===== config.mk =====
export PLATFORM = sky130hd
export DESIGN_NAME = tcs_channel
export DESIGN_NICKNAME = d
export VERILOG_FILES = /design/src/inc/tcs_pkg.sv /design/src/rtl/tcs_prescaler.sv /design/src/rtl/tcs_channel.sv
export SDC_FILE = /design/constraint.sdc
export NUM_CORES = 1
export LEC_CHECK = 0
export ABC_AREA = 1
export BUFFER_PORTS_ARGS = -buffer_cell sky130_fd_sc_hd__buf_2
export CORE_MARGIN = 2
export CORE_UTILIZATION = 50
export CTS_BUF_LIST = sky130_fd_sc_hd__clkbuf_16
export DETAILED_ROUTE_END_ITERATION = 8
export MAX_ROUTING_LAYER = met4
export PLACE_DENSITY_LB_ADDON = 0.15
export SYNTH_ARGS = -nofsm -noshare
export SYNTH_HDL_FRONTEND = slang
export SYNTH_HIERARCHICAL = 1
export SYNTH_SLANG_ARGS = --single-unit

===== constraint.sdc =====
create_clock -name clk -period 1.8 [get_ports clk]
set_input_delay 0.09 -clock clk [delete_from_list [all_inputs] [get_ports clk]]
set_output_delay 0.09 -clock clk [all_outputs]
set_load 0.005 [all_outputs]

===== src/inc/tcs_pkg.sv =====
// shared constants and carriers of the timer clear and count clock select block
package tcs_pkg;

   // counter and prescaler widths
   localparam int TCS_CNT_W = 16;
   localparam int TCS_PRE_W = 10;

   // prescale taps: divide by 4, 16, 64, 256 and 1024
   localparam int TCS_NUM_TAPS = 5;
   localparam int TCS_TAP_LOG2 [TCS_NUM_TAPS] = '{2, 4, 6, 8, 10};
   localparam int TCS_TAP_DIV4 = 0;
   localparam int TCS_TAP_DIV16 = 1;
   localparam int TCS_TAP_DIV64 = 2;
   localparam int TCS_TAP_DIV256 = 3;
   localparam int TCS_TAP_DIV1024 = 4;

   // clear select codes, bit 2 only exists on channels 0, 3 and 4
   localparam logic [2:0] TCS_CLR_OFF = 3'h0;
   localparam logic [2:0] TCS_CLR_A = 3'h1;
   localparam logic [2:0] TCS_CLR_B = 3'h2;
   localparam logic [2:0] TCS_CLR_SYNC = 3'h3;
   localparam logic [2:0] TCS_CLR_OFF_HI = 3'h4;
   localparam logic [2:0] TCS_CLR_C = 3'h5;
   localparam logic [2:0] TCS_CLR_D = 3'h6;
   localparam logic [2:0] TCS_CLR_SYNC_HI = 3'h7;
   localparam logic [1:0] TCS_CLR_SYNC_LOW = 2'h3;

   // reset value of the clear select readback
   localparam logic [2:0] TCS_SEL_RST = 3'h0;

   // edge select codes; bit 1 set means both edges
   localparam logic [1:0] TCS_EDGE_RISE = 2'h0;
   localparam logic [1:0] TCS_EDGE_FALL = 2'h1;
   localparam int TCS_EDGE_BOTH_BIT = 1;

   // channel groups as masks indexed by channel number
   localparam logic [4:0] TCS_FULL_CH_MASK = 5'h19;
   localparam logic [4:0] TCS_PHASE_CH_MASK = 5'h06;

   // count clock sources, one-hot
   typedef enum logic [10:0] {
      TCS_SRC_DIV1 = 11'h001,
      TCS_SRC_DIV4 = 11'h002,
      TCS_SRC_DIV16 = 11'h004,
      TCS_SRC_DIV64 = 11'h008,
      TCS_SRC_DIV256 = 11'h010,
      TCS_SRC_DIV1024 = 11'h020,
      TCS_SRC_EXT_A = 11'h040,
      TCS_SRC_EXT_B = 11'h080,
      TCS_SRC_EXT_C = 11'h100,
      TCS_SRC_EXT_D = 11'h200,
      TCS_SRC_OVF2 = 11'h400
   } tcs_src_type;

   // software selection fields of one channel
   typedef struct packed {
      logic [2:0] clear_sel;
      logic [1:0] edge_sel;
      logic [2:0] prescale_sel;
      logic buffer_a;
      logic buffer_b;
      logic phase_mode;
   } tcs_ctrl_type;

   // compare match or input capture pulses of general registers a to d
   typedef struct packed {
      logic match_a;
      logic match_b;
      logic match_c;
      logic match_d;
   } tcs_event_type;

endpackage


===== src/rtl/tcs_prescaler.sv =====
// free running prescaler giving rise and fall enables for each divided clock
`timescale 1ns/1ns
module tcs_prescaler
   import tcs_pkg::*;
(
   input wire logic clk,
   input wire logic reset_n,
   output logic [TCS_NUM_TAPS-1:0] tap_rise,
   output logic [TCS_NUM_TAPS-1:0] tap_fall
);

   // whole state of the prescaler
   typedef struct packed {
      logic [TCS_PRE_W-1:0] count;
   } tcs_pre_state_type;

   tcs_pre_state_type st_r; // registered state
   tcs_pre_state_type st_nxt; // next state

   // the divider simply wraps; every tap is a power of two so no reload is needed
   always_comb begin
      st_nxt = st_r;
      st_nxt.count = TCS_PRE_W'(st_r.count + 1'b1);
   end

   // state register
   always_ff @(posedge clk or negedge reset_n) begin
      if (!reset_n) begin
         st_r <= '0;
      end else begin
         st_r <= st_nxt;
      end
   end

   // a divided clock is high for the first half of its period, so its rising
   // edge falls on phase zero and its falling edge on the half period
   for (genvar i = 0; i < TCS_NUM_TAPS; i++) begin : g_tap
      localparam logic [TCS_PRE_W-1:0] MASK = TCS_PRE_W'((1 << TCS_TAP_LOG2[i]) - 1);
      localparam logic [TCS_PRE_W-1:0] HALF = TCS_PRE_W'(1 << (TCS_TAP_LOG2[i] - 1));
      assign tap_rise[i] = ((st_r.count & MASK) == '0);
      assign tap_fall[i] = ((st_r.count & MASK) == HALF);
   end

endmodule


===== src/rtl/tcs_channel.sv =====
// one timer channel: clear source decode, count clock select and up/down counter, down only in phase counting
`timescale 1ns/1ns
module tcs_channel
   import tcs_pkg::*;
#(
   parameter int CHANNEL = 0, // channel number, 0 to 4
   parameter int CNT_W = TCS_CNT_W // counter width
)(
   input wire logic clk,
   input wire logic reset_n,
   input wire tcs_ctrl_type ctrl,
   input wire tcs_event_type gr_event,
   input wire logic timer_sync_enable,
   input wire logic sync_clear_in,
   input wire logic ext_count_clock_a,
   input wire logic ext_count_clock_b,
   input wire logic ext_count_clock_c,
   input wire logic ext_count_clock_d,
   input wire logic channel2_counter_wrap,
   input wire logic phase_step,
   input wire logic phase_down,
   output logic [CNT_W-1:0] timer_counter_value,
   output logic [2:0] clear_select_rd,
   output logic counter_cleared,
   output logic counter_wrap,
   output logic count_tick
);

   // whole state of the channel
   typedef struct packed {
      logic [CNT_W-1:0] counter; // timer counter value
      logic [3:0] pin_prev; // last sample of the external pins
      logic [2:0] sel_rd; // clear select as software reads it
      logic cleared; // counter was cleared at the last edge
      logic wrap; // counter wrapped at the last edge
      logic tick; // counter stepped at the last edge
   } tcs_chan_state_type;

   // channel features fixed by the channel number
   localparam logic HAS_CD = TCS_FULL_CH_MASK[CHANNEL];
   localparam logic HAS_PHASE = TCS_PHASE_CH_MASK[CHANNEL];

   tcs_chan_state_type st_r; // registered state
   tcs_chan_state_type st_nxt; // next state
   logic [TCS_NUM_TAPS-1:0] tap_rise; // divided clock rising edges
   logic [TCS_NUM_TAPS-1:0] tap_fall; // divided clock falling edges
   logic [3:0] pins; // external clock pins as one vector
   logic [3:0] pin_rise; // pin rising edges
   logic [3:0] pin_fall; // pin falling edges
   logic [2:0] eff_sel; // clear select after reserved bits
   tcs_src_type src; // decoded count clock source
   logic phase_on; // phase counting owns the counter
   logic clr; // clear the counter at this edge
   logic step; // advance the counter at this edge

   // divided-clock enables from this channel's own prescaler
   tcs_prescaler u_prescaler (
      .clk(clk),
      .reset_n(reset_n),
      .tap_rise(tap_rise),
      .tap_fall(tap_fall)
   );

   // pick the counting edge out of a rising and a falling event
   function automatic logic edge_pick(input logic [1:0] es, input logic rise, input logic fall);
      if (es[TCS_EDGE_BOTH_BIT]) begin
         edge_pick = rise | fall;
      end else if (es == TCS_EDGE_FALL) begin
         edge_pick = fall;
      end else begin
         edge_pick = rise;
      end
   endfunction

   // map the prescale code to a source; the table differs per channel
   function automatic tcs_src_type decode_src(input int ch, input logic [2:0] psc);
      tcs_src_type s;
      s = TCS_SRC_DIV1;
      unique case (psc)
         3'h0: begin
            s = TCS_SRC_DIV1;
         end
         3'h1: begin
            s = TCS_SRC_DIV4;
         end
         3'h2: begin
            s = TCS_SRC_DIV16;
         end
         3'h3: begin
            s = TCS_SRC_DIV64;
         end
         3'h4: begin
            // channels 3 and 4 have no pin here, they take /256
            s = (ch >= 3) ? TCS_SRC_DIV256 : TCS_SRC_EXT_A;
         end
         3'h5: begin
            s = (ch >= 3) ? TCS_SRC_DIV1024 : TCS_SRC_EXT_B;
         end
         3'h6: begin
            if (ch == 1) begin
               s = TCS_SRC_DIV256;
            end else if (ch >= 3) begin
               s = TCS_SRC_EXT_A;
            end else begin
               s = TCS_SRC_EXT_C;
            end
         end
         3'h7: begin
            if (ch == 0) begin
               s = TCS_SRC_EXT_D;
            end else if (ch == 1) begin
               s = TCS_SRC_OVF2;
            end else if (ch == 2) begin
               s = TCS_SRC_DIV1024;
            end else begin
               s = TCS_SRC_EXT_B;
            end
         end
      endcase
      decode_src = s;
   endfunction

   // clear source decode; buffer use of c or d silences their events
   function automatic logic clear_hit(input logic [2:0] sel, input tcs_event_type ev,
                                      input logic buf_a, input logic buf_b, input logic sync_ok);
      unique case (sel)
         TCS_CLR_A: begin
            clear_hit = ev.match_a;
         end
         TCS_CLR_B: begin
            clear_hit = ev.match_b;
         end
         TCS_CLR_C: begin
            clear_hit = ev.match_c & ~buf_a;
         end
         TCS_CLR_D: begin
            clear_hit = ev.match_d & ~buf_b;
         end
         TCS_CLR_SYNC, TCS_CLR_SYNC_HI: begin
            clear_hit = sync_ok;
         end
         default: begin
            clear_hit = 1'b0;
         end
      endcase
   endfunction

   // reserved top bit on channels 1 and 2: writes never reach the decode
   assign eff_sel = HAS_CD ? ctrl.clear_sel : {1'b0, ctrl.clear_sel[1:0]};

   // pins are synchronous to clk, so one sample is enough for edge detect
   assign pins = {ext_count_clock_d, ext_count_clock_c, ext_count_clock_b, ext_count_clock_a};
   assign pin_rise = pins & ~st_r.pin_prev;
   assign pin_fall = ~pins & st_r.pin_prev;

   // phase counting exists only on channels 1 and 2
   assign phase_on = HAS_PHASE & ctrl.phase_mode;
   assign src = decode_src(CHANNEL, ctrl.prescale_sel);

   // partner clears are followed only while our sync bit is set
   assign clr = clear_hit(eff_sel, gr_event, ctrl.buffer_a, ctrl.buffer_b,
                          timer_sync_enable & sync_clear_in);

   // count enable; /1 and channel 2 wraps ignore the edge select since
   // they have no edge to choose between
   always_comb begin
      step = 1'b0;
      if (phase_on) begin
         step = phase_step;
      end else begin
         unique case (src)
            TCS_SRC_DIV1: begin
               step = 1'b1;
            end
            TCS_SRC_DIV4: begin
               step = edge_pick(ctrl.edge_sel, tap_rise[TCS_TAP_DIV4], tap_fall[TCS_TAP_DIV4]);
            end
            TCS_SRC_DIV16: begin
               step = edge_pick(ctrl.edge_sel, tap_rise[TCS_TAP_DIV16], tap_fall[TCS_TAP_DIV16]);
            end
            TCS_SRC_DIV64: begin
               step = edge_pick(ctrl.edge_sel, tap_rise[TCS_TAP_DIV64], tap_fall[TCS_TAP_DIV64]);
            end
            TCS_SRC_DIV256: begin
               step = edge_pick(ctrl.edge_sel, tap_rise[TCS_TAP_DIV256], tap_fall[TCS_TAP_DIV256]);
            end
            TCS_SRC_DIV1024: begin
               step = edge_pick(ctrl.edge_sel, tap_rise[TCS_TAP_DIV1024],
                                tap_fall[TCS_TAP_DIV1024]);
            end
            TCS_SRC_EXT_A: begin
               step = edge_pick(ctrl.edge_sel, pin_rise[0], pin_fall[0]);
            end
            TCS_SRC_EXT_B: begin
               step = edge_pick(ctrl.edge_sel, pin_rise[1], pin_fall[1]);
            end
            TCS_SRC_EXT_C: begin
               step = edge_pick(ctrl.edge_sel, pin_rise[2], pin_fall[2]);
            end
            TCS_SRC_EXT_D: begin
               step = edge_pick(ctrl.edge_sel, pin_rise[3], pin_fall[3]);
            end
            TCS_SRC_OVF2: begin
               step = channel2_counter_wrap;
            end
            default: begin
               step = 1'b0;
            end
         endcase
      end
   end

   // next state; a clear beats a count step in the same cycle
   always_comb begin
      st_nxt = st_r;
      st_nxt.pin_prev = pins;
      st_nxt.sel_rd = eff_sel;
      st_nxt.cleared = 1'b0;
      st_nxt.wrap = 1'b0;
      st_nxt.tick = 1'b0;
      if (clr) begin
         st_nxt.counter = '0;
         st_nxt.cleared = 1'b1;
      end else if (step) begin
         st_nxt.tick = 1'b1;
         if (phase_on && phase_down) begin
            // underflow only reachable through phase counting
            st_nxt.wrap = (st_r.counter == '0);
            st_nxt.counter = CNT_W'(st_r.counter - 1'b1);
         end else begin
            st_nxt.wrap = &st_r.counter;
            st_nxt.counter = CNT_W'(st_r.counter + 1'b1);
         end
      end
   end

   // state register
   always_ff @(posedge clk or negedge reset_n) begin
      if (!reset_n) begin
         st_r <= '0;
         st_r.sel_rd <= TCS_SEL_RST;
      end else begin
         st_r <= st_nxt;
      end
   end

   // outputs straight from the state
   assign timer_counter_value = st_r.counter;
   assign clear_select_rd = st_r.sel_rd;
   assign counter_cleared = st_r.cleared;
   assign counter_wrap = st_r.wrap;
   assign count_tick = st_r.tick;
endmodule


==> results of run 1 <==
## state kept, by name (all words and copies together), names as in the netlist
| register | count |
|---|---|
| st_r | 4 |
| clear_select_rd | 3 |
| counter_cleared | 1 |
| counter_wrap | 1 |
| count_tick | 1 |
| timer_counter_value | 16 |
| u_prescaler/st_r | 6 |
## metal layers
layer  GRT usage [%]  wire [um]  vias up
li1                -          -      970
met1           25.64       1985      865
met2           33.64       2250       30
met3           4.416        168        6
met4           7.128         67        0
met5               -          0        -
## where the power goes
group	switching, mW	total [mW]	internal [mW]
Clock	0.276	0.769	0.493
Sequential	0.0275	0.779	0.752
Combinational	0.176	0.308	0.132
## metrics by stage
step	TNS, ns	total power [mW]	setup WS, ns	utilization [%]
after floorplan	0	0.9810	0.1770	-
after global placement	0	1.065	0.1052	55.30
after detailed placement	0	1.066	0.09204	55.30
after CTS	0	1.863	0.05375	60.21
after global routing	-0.05749	1.951	-0.01109	61.57
final	0	1.856	0.1522	61.57
## repair_timing
item | in CTS | in global routing
setup endpoints to repair | 0 | 18
resized for setup | 0 | 13
hold buffers | 8 | 0
hold endpoints to repair | 39 | 0
setup buffers | 0 | 2
## worst max-delay path: stages (launching register included)
cell	delay [ns]
dfrtp_1	0.37
inv_1	0.08
ha_2	0.19
nand2_2	0.07
nor3_2	0.15
nand2_1	0.06
nand2_1	0.06
nand2_1	0.06
nand2_2	0.08
nor2_4	0.05
nand2_4	0.14
inv_8	0.09
nand3_1	0.07
nand2_1	0.06
## layout by cell type (no fill, tap or decap), types with 2 or more instances in the layout
cell             n
clkinv_1         2
nand3_1         34
buf_2           39
dlymetal6s4s_1   3
xnor2_1          3
nand2_2          4
o21ai_0          4
inv_1           39
nand3_2         12
nand2_1         66
nand3b_1         2
a21oi_1          2
xor2_1          11
ha_1            11
dfrtp_1         32
nor2_4           3
nor3_1           9
nor3_2           2
nand4_1          6
clkbuf_16        5
dlygate4sd3_1    5
buf_12           2
nor2_1          15
buf_4            7
## final timing paths
check                                         startpoint                                  to  slack [ns]  cells after the start
setup / recovery           u_prescaler/st_r[0]$_DFF_PN0_  timer_counter_value[5]$_DFFE_PN0P_        0.15                     13
min in group asynchronous                        reset_n                   st_r[8]$_DFF_PN0_        0.40                      2
setup reg to reg           u_prescaler/st_r[0]$_DFF_PN0_  timer_counter_value[5]$_DFFE_PN0P_        0.15                     13
hold reg to reg            u_prescaler/st_r[5]$_DFF_PN0_       u_prescaler/st_r[5]$_DFF_PN0_        0.55                      2
max in group asynchronous                        reset_n  timer_counter_value[6]$_DFFE_PN0P_        0.94                      2
hold / removal                         ext_count_clock_a                   st_r[6]$_DFF_PN0_        0.08                      1
## area by class of cell
cell class / count / area [um^2]
repair buffers: 56 / 375.4
fillers: 398 / 1662
flip-flops and latches: 32 / 800.8
well taps: 52 / 65.06
inverters: 41 / 161.4
multi-input cells: 191 / 1127
clock inverters: 2 / 7.507
clock buffers: 5 / 125.1
==> metrics.txt, run 1 <==
WL/cell 11.80 um; Area growth syn-to-layout 19.42%; Max Cap Viol 0; WP data required 1.96 ns; Mapped Nets 325; Peak VDD IR 0.4601 mV; type of origin of the critical path flip-flop; Non-Filler Instances 379; CTS tree built; Clock Skew 0.002109 ns; Critical Path AT 1.81 ns; pin count of the biggest net entering global routing 34; final worst path period share 91.54%; # diodes 0; worst-case clock buffer depth 2; final hold slack 0.07505 ns; Num CTS Buffers 5; share of cells above drive strength 1 24.46%; Die Width 70.78 um; Die H 70.78 um; H-tree Lvls 2; status complete, no violations; CP Capture Type flip-flop; Root Buffer clkbuf_16; worst-margin pin slew 0.7103 ns; syn_area_per_cell 7.769 um^2; Crit Path Category flip-flop to flip-flop; fin. max-slew vios 0; Core Rows 24; full die area 5009 um^2; leakage power total 1.443 nW; Placed Instances 365; WL final 4471 um; worst hold path class primary input to flip-flop; CP max FO 16; vias per cell 4.937; Setup violations, final 0; # clock sinks 32; remaining antenna violation count after routing 0; GP Congestion 0.8506; Post-DP Area 2391 um^2; PD cells 697.1 nW/um^2; Slew headroom 52.65%; clock-pin transition on the worst setup and hold timing paths 0.05 ns; final net count 365; worst skew pair latency 0.27 ns; first-pass GRT wire length 8086 um; DRC 0; Core ar. 4324 um^2; Starting Density 51.56%; Port Buffers 43; DR iter-0 viols 55; overall global routing resource usage 20.69%; total grt overflow 0; I/O pin count 48; Max Freq 0.6069 GHz; Post-Syn Area 2230 um^2; vias 1,871; DP Wirelength 3184 um; design area 2663 um^2; synthesized instance count 287; initial antenna violation count 0; Syn. warnings 6; vias in the first global route 1,843; min Tclk post-route 1.648 ns; drt first pass iters 4; final hold vios 0
(Power assumes the default switching activity.)
==> run 2, diff against run 1 <==
--- a/config.mk
+++ b/config.mk
@@ -11,8 +11,9 @@
 export CORE_UTILIZATION = 50
 export CTS_BUF_LIST = sky130_fd_sc_hd__clkbuf_16
 export DETAILED_ROUTE_END_ITERATION = 8
+export HOLD_SLACK_MARGIN = 0.12
 export MAX_ROUTING_LAYER = met4
-export PLACE_DENSITY_LB_ADDON = 0.15
+export PLACE_DENSITY = 0.76
 export SYNTH_ARGS = -nofsm -noshare
 export SYNTH_HDL_FRONTEND = slang
 export SYNTH_HIERARCHICAL = 1
==> run 2 against run 1 <==
Final area rose by 2.3%. Sequential power increased by 1%. Clock skew up 0.0042 ns. Cell count rose by 1.6%. Via count grew 4.1%. Flip-flop and latch count did not move. Maximum frequency shrank 3.7%. Non-clock buffer count is 4 higher. Count of clock-buffer cells in the layout unchanged. Largest cell class unchanged. Highest routed layer unchanged.
==> metrics.txt, run 2 (synthesized netlist as in run 1, its figures left out) <==
fin. max-slew vios 0 (unchanged); pin count of the biggest net entering global routing 34 (unchanged); remaining antenna violation count after routing 0 (unchanged); Max Cap Viol 0 (unchanged); leakage power total 1.460 nW (+1.2%); vias 1,947 (+4.1%); # diodes 0 (unchanged); Die Width 70.78 um (unchanged); CP Capture Type flip-flop; final hold vios 0 (unchanged); share of cells above drive strength 1 25.83% (+1.4 points); first-pass GRT wire length 7776 um (-3.8%); CP max FO 8 (-8); Core Rows 24 (unchanged); Setup violations, final 0 (unchanged); CTS tree built; DR iter-0 viols 61 (+11%); dpl ws 0.01749 ns (-0.07455 ns); Peak VDD IR 0.5462 mV (+19%); design area 2723 um^2 (+2.3%); most common cell after layout, fill and taps aside nand2_1; full die area 5009 um^2 (unchanged); Starting Density 51.56% (unchanged); I/O pin count 48 (unchanged); Max Freq 0.5843 GHz (-3.7%); overall global routing resource usage 20.12% (-0.57 points); DRC 0 (unchanged); Port Buffers 43 (unchanged); PD cells 747.7 nW/um^2 (+7.3%); worst r2r src u_prescaler/st_r[0]$_DFF_PN0_; WP data required 1.97 ns (about the same); initial antenna violation count 0 (unchanged); type of origin of the critical path primary input; worst hold path class primary input to async pin; WL/cell 12.31 um (+4.4%); min Tclk post-route 1.711 ns (+0.06360 ns); Post-DP Area 2349 um^2 (-1.8%); Area growth syn-to-layout 22.11%; commonest cells after routing, fill and taps aside nand2_1, buf_2, inv_1, nand3_1, dfrtp_1; total grt overflow 0 (unchanged); H-tree Lvls 2 (unchanged); Die H 70.78 um (unchanged); Crit Path Category primary input to flip-flop; WL final 4740 um (+6.0%); Clock Skew 0.006289 ns (+0.004180 ns); Num CTS Buffers 5 (unchanged); worst-case clock buffer depth 2 (unchanged); Largest register FFs 16 (unchanged); worst setup margin 0.08862 ns (-0.06360 ns); r2r setup slk 0.13 ns (-0.02 ns); Critical Path AT 1.88 ns (+0.07 ns); clock-pin transition on the worst setup and hold timing paths 0.05 ns (about the same); vias in the first global route 1,761 (-4.4%); crit path from ext_count_clock_d; drt first pass iters 4 (unchanged); vias per cell 5.057 (+2.4%); Core ar. 4324 um^2 (unchanged); final net count 370 (+1.4%); Root Buffer clkbuf_16; Slew headroom 51.54% (-1.1 points); status complete, no violations; worst skew pair latency 0.28 ns (about the same); DP Wirelength 3134 um (-1.6%); final worst path period share 95.08% (+3.5 points); # clock sinks 32 (unchanged); GP Congestion 0.8647 (+1.7%); worst-margin pin slew 0.7269 ns (+0.01663 ns)
==> run 2: cell types whose count changed in the layout (fill, tap and decap cells not counted), sizes merged <==
| cell | delta |
|---|---|
| buf | +3 |
| dlygate4sd3 | +3 |
| dlymetal6s4s | -2 |
| bufinv | +1 |
| inv | +1 |
==> run 2: timing repair <==
action / 4_1_cts / 5_1_grt
hold endpoints to repair: 39 / 1
resized for setup: 0 / 17
cloned: 0 / 2
buffers inserted: 0 / 6
endpoints found under the setup margin: 1 / 18
hold buffers: 8 / 1
pin swaps: 1 / 4
==> run 2: power by group <==
group / internal (mW) / switching (mW) / total (mW)
clock: 0.644 / 0.297 / 0.941
sequential: 0.751 / 0.0385 / 0.789
combinational: 0.130 / 0.175 / 0.306
total: 1.52 / 0.511 / 2.04
==> run 2: layout make-up <==
cell class,count,area [um^2]
Inverter,41,166.4
Tap cell,52,65.06
Clock buffer,5,125.1
Fill cell,401,1602
Sequential cell,32,800.8
Timing Repair Buffer,60,381.6
Timing Repair inverter,1,8.758
Multi-Input combinational cell,191,1136
Clock inverter,3,38.79
==> run 2: routing by layer <==
metal / wire length (um) / global-route usage [%]
met2: 2415 / 32.81
met3: 188 / 4.843
met5: 0 / -
met1: 2020 / 23.84
met4: 115 / 8.386
==> run 2: path summary, 6_finish.rpt <==
check                                                           end  cells past startpoint
min in group clk                          counter_cleared$_DFF_PN0_                      6
worst max-delay path            timer_counter_value[14]$_DFFE_PN0P_                     14
worst min register to register        u_prescaler/st_r[0]$_DFF_PN0_                      1
worst min-delay path                              st_r[6]$_DFF_PN0_                      2
max in group asynchronous        timer_counter_value[5]$_DFFE_PN0P_                      2
worst max register to register   timer_counter_value[4]$_DFFE_PN0P_                     13
==> run 2: per-stage QoR <==
step	util, %	TNS (ns)	power [mW]	hold WS (ns)	instances
after floorplan	-	0	0.9810	-0.2056	287
after global placement	54.31	0	1.039	0.1818	361
after detailed placement	54.31	0	1.047	0.1893	361
after CTS	59.95	0	2.015	0.4237	377
after global routing	62.96	-0.09362	2.139	0.4741	385
final	62.96	0	2.036	0.4040	385
==> run 2: worst max-delay path, stage by stage <==
cell and delay (ns):
dlygate4sd3_1 0.53, buf_2 0.12, inv_1 0.04, ha_1 0.27, nand2_1 0.05, inv_1 0.05, nor2_1 0.04, nand3_1 0.07
nand2_2 0.07, nor2_4 0.15, nand2_8 0.12, buf_4 0.16, nand3_1 0.07, nand2_1 0.05
==> run 3, diff against run 2 <==
--- a/config.mk
+++ b/config.mk
@@ -8,12 +8,11 @@
 export ABC_AREA = 1
 export BUFFER_PORTS_ARGS = -buffer_cell sky130_fd_sc_hd__buf_2
 export CORE_MARGIN = 2
-export CORE_UTILIZATION = 50
+export CORE_UTILIZATION = 40
 export CTS_BUF_LIST = sky130_fd_sc_hd__clkbuf_16
 export DETAILED_ROUTE_END_ITERATION = 8
 export HOLD_SLACK_MARGIN = 0.12
 export MAX_ROUTING_LAYER = met4
-export PLACE_DENSITY = 0.76
 export SYNTH_ARGS = -nofsm -noshare
 export SYNTH_HDL_FRONTEND = slang
 export SYNTH_HIERARCHICAL = 1
==> constraint.sdc (replaced) <==
create_clock -name clk -period 1.65 [get_ports clk]
set_input_delay 0.0825 -clock clk [delete_from_list [all_inputs] [get_ports clk]]
set_output_delay 0.0825 -clock clk [all_outputs]
set_load 0.005 [all_outputs]
==> run 3 against run 2 <==
The run now ends with negative setup slack left. Sequential power up 8.2%. Routed wire length up 0.78%. Total power up 10%. Core utilization down 12 points. Setup slack worse by 0.098 ns. First-iteration DRC count up 1.6%. Highest routed layer unchanged.
==> metrics.txt, run 3 (synthesized netlist as in run 1, its figures left out) <==
status finished, violations left; failing checks negative setup slack; most common cell after layout, fill and taps aside nand2_1; DR iter-0 viols 62 (+1.6%); DRC 0 (unchanged); type of origin of the critical path flip-flop; crit-path cells ha_1, inv_1, nand2_1, nand3_1, nand2_1, nand2_1, nor2_4, nand2_8, buf_4, nand3_1, nand2_1; drt first pass iters 4 (unchanged); CP Capture Type flip-flop; Final Util 51.28% (-12 points); overall global routing resource usage 17.39% (-2.7 points); kind of cell adding the most delay to the critical path simple AND/OR/NAND/NOR gates; RSZ-0062 raised after global routing yes; PD cells 805.4 nW/um^2 (+7.7%); Clock Skew 0.004813 ns (-0.001476 ns); area of the multi-input gates 1144 um^2 (+0.66%); worst-case clock buffer depth 2 (unchanged); Setup violations, final 3 (+3); clock-pin transition on the worst setup and hold timing paths 0.06 ns (about the same); design area 2789 um^2 (+2.4%); commonest cells after routing, fill and taps aside nand2_1, buf_2, inv_1, nand3_1, dfrtp_1; Port Buffers 43 (unchanged); vias in the first global route 1,870 (+6.2%); pin count of the biggest net entering global routing 34 (unchanged); Register-to-Register Path Depth 11 (-2); CP Buf/Inv Count 2 (-3); Num CTS Buffers 5 (unchanged); Root Buffer clkbuf_16; worst-margin pin slew 0.7798 ns (+0.05291 ns); Max Freq 0.6026 GHz; worst skew pair latency 0.28 ns (about the same); final hold vios 0 (unchanged); Critical Path AT 1.83 ns (-0.05 ns); Die Width 78.66 um (+11%); Crit Path Category flip-flop to flip-flop; WP depth 11 (-3); Core Rows 27 (+13%); Max Cap Viol 0 (unchanged); full die area 6187 um^2 (+24%); Most common cell on crit path nand2_1; slowest CP cell dfrtp_1; Slew headroom 48.01% (-3.5 points); CP max FO 6 (-2); DP Wirelength 3331 um (+6.3%); # diodes 0 (unchanged); filler instances 546 (+36%); vias 1,928 (-0.98%); fin. max-slew vios 0 (unchanged); Core ar. 5439 um^2 (+26%); H-tree Lvls 2 (unchanged); CTS tree built; storage element area 800.8 um^2 (unchanged); min Tclk post-route 1.659 ns; Starting Density 40.99% (-11 points); worst hold path class primary input to async pin; Post-DP Area 2439 um^2 (+3.8%); vias per cell 4.714 (-6.8%); Die H 78.66 um (+11%); WL/cell 11.68 um (-5.1%); Area growth syn-to-layout 25.08%; Largest register FFs 16 (unchanged); I/O pin count 48 (unchanged); remaining antenna violation count after routing 0 (unchanged); total grt overflow 0 (unchanged); worst setup margin -0.009368 ns (-0.09799 ns); WL final 4777 um (+0.78%); # clock sinks 32 (unchanged); share of cells above drive strength 1 27.30% (+1.5 points); initial antenna violation count 0 (unchanged); leakage power total 1.473 nW (+0.84%); WP data required 1.82 ns (-0.15 ns); first-pass GRT wire length 8259 um (+6.2%); final total power 2.246 mW (+10%); final net count 374 (+1.1%); slowest cell delay on critical path 0.38 ns (-0.15 ns); final worst path period share 100.6%; GP Congestion 0.7616 (-12%); Peak VDD IR 0.5914 mV (+8.3%)
-- run 3: cell count changes in the layout (fill, tap and decap cells not counted), sizes merged --
cell / previous run / this run
clkinv: 2 / 3
buf: 51 / 56
dlymetal6s4s: 1 / 0
inv: 42 / 41
-- run 3: through the flow --
stage / hold WS (ns) / setup slack (ns) / std cells / TNS [ns]
6_report: 0.4067 / -0.009368 / 409 / -0.01372
5_1_grt: 0.4656 / -0.1491 / 409 / -2.297
4_1_cts: 0.4027 / 0.008613 / 407 / 0
3_5_place_dp: 0.2059 / -0.04333 / 388 / -0.2833
3_3_place_gp: 0.1912 / -0.01804 / 388 / -0.07841
2_1_floorplan: -0.2131 / 0.02702 / 287 / 0
-- run 3: routing by layer --
layer	track usage (%)	up-vias	share of wire, %
li1	-	990	-
met1	20.35	900	46
met2	29.74	32	48
met3	4.023	6	3.9
met4	5.263	0	1.4
met5	-	-	0
-- run 3: final timing paths --
path | from | slack (ns) | to
hold reg to reg | u_prescaler/st_r[5]$_DFF_PN0_ | 0.56 | u_prescaler/st_r[5]$_DFF_PN0_
setup reg to reg | st_r[7]$_DFF_PN0_ | -0.009 | timer_counter_value[14]$_DFFE_PN0P_
min in group clk | gr_event[2] | 0.41 | counter_cleared$_DFF_PN0_
hold / removal | reset_n | 0.41 | st_r[6]$_DFF_PN0_
setup / recovery | st_r[7]$_DFF_PN0_ | -0.009 | timer_counter_value[14]$_DFFE_PN0P_
max in group asynchronous | reset_n | 0.73 | u_prescaler/st_r[4]$_DFF_PN0_
-- run 3: cell type report --
type / count / share of cell area [%]
clock inverter: 3 / 1.346
clock buffer: 5 / 4.486
timing repair buffer: 64 / 14.94
tap: 72 / 3.230
timing repair inverter: 1 / 0.3140
sequential: 32 / 28.71
inverter: 41 / 5.967
multi-input combinational: 191 / 41.01
-- run 3: report_power, final --
part	internal, mW	switching, mW
registers	0.819	0.0348
clock network	0.701	0.337
logic	0.156	0.198
-- run 3: what timing repair did --
item / CTS / global route
hold buffers: 8 / 0
endpoints found under the setup margin: 15 / 18
gates resized for setup: 6 / 12
gates cloned: 1 / 1
endpoints found under the hold margin: 39 / 0
buffers inserted: 2 / 1
pin swaps: 2 / 10
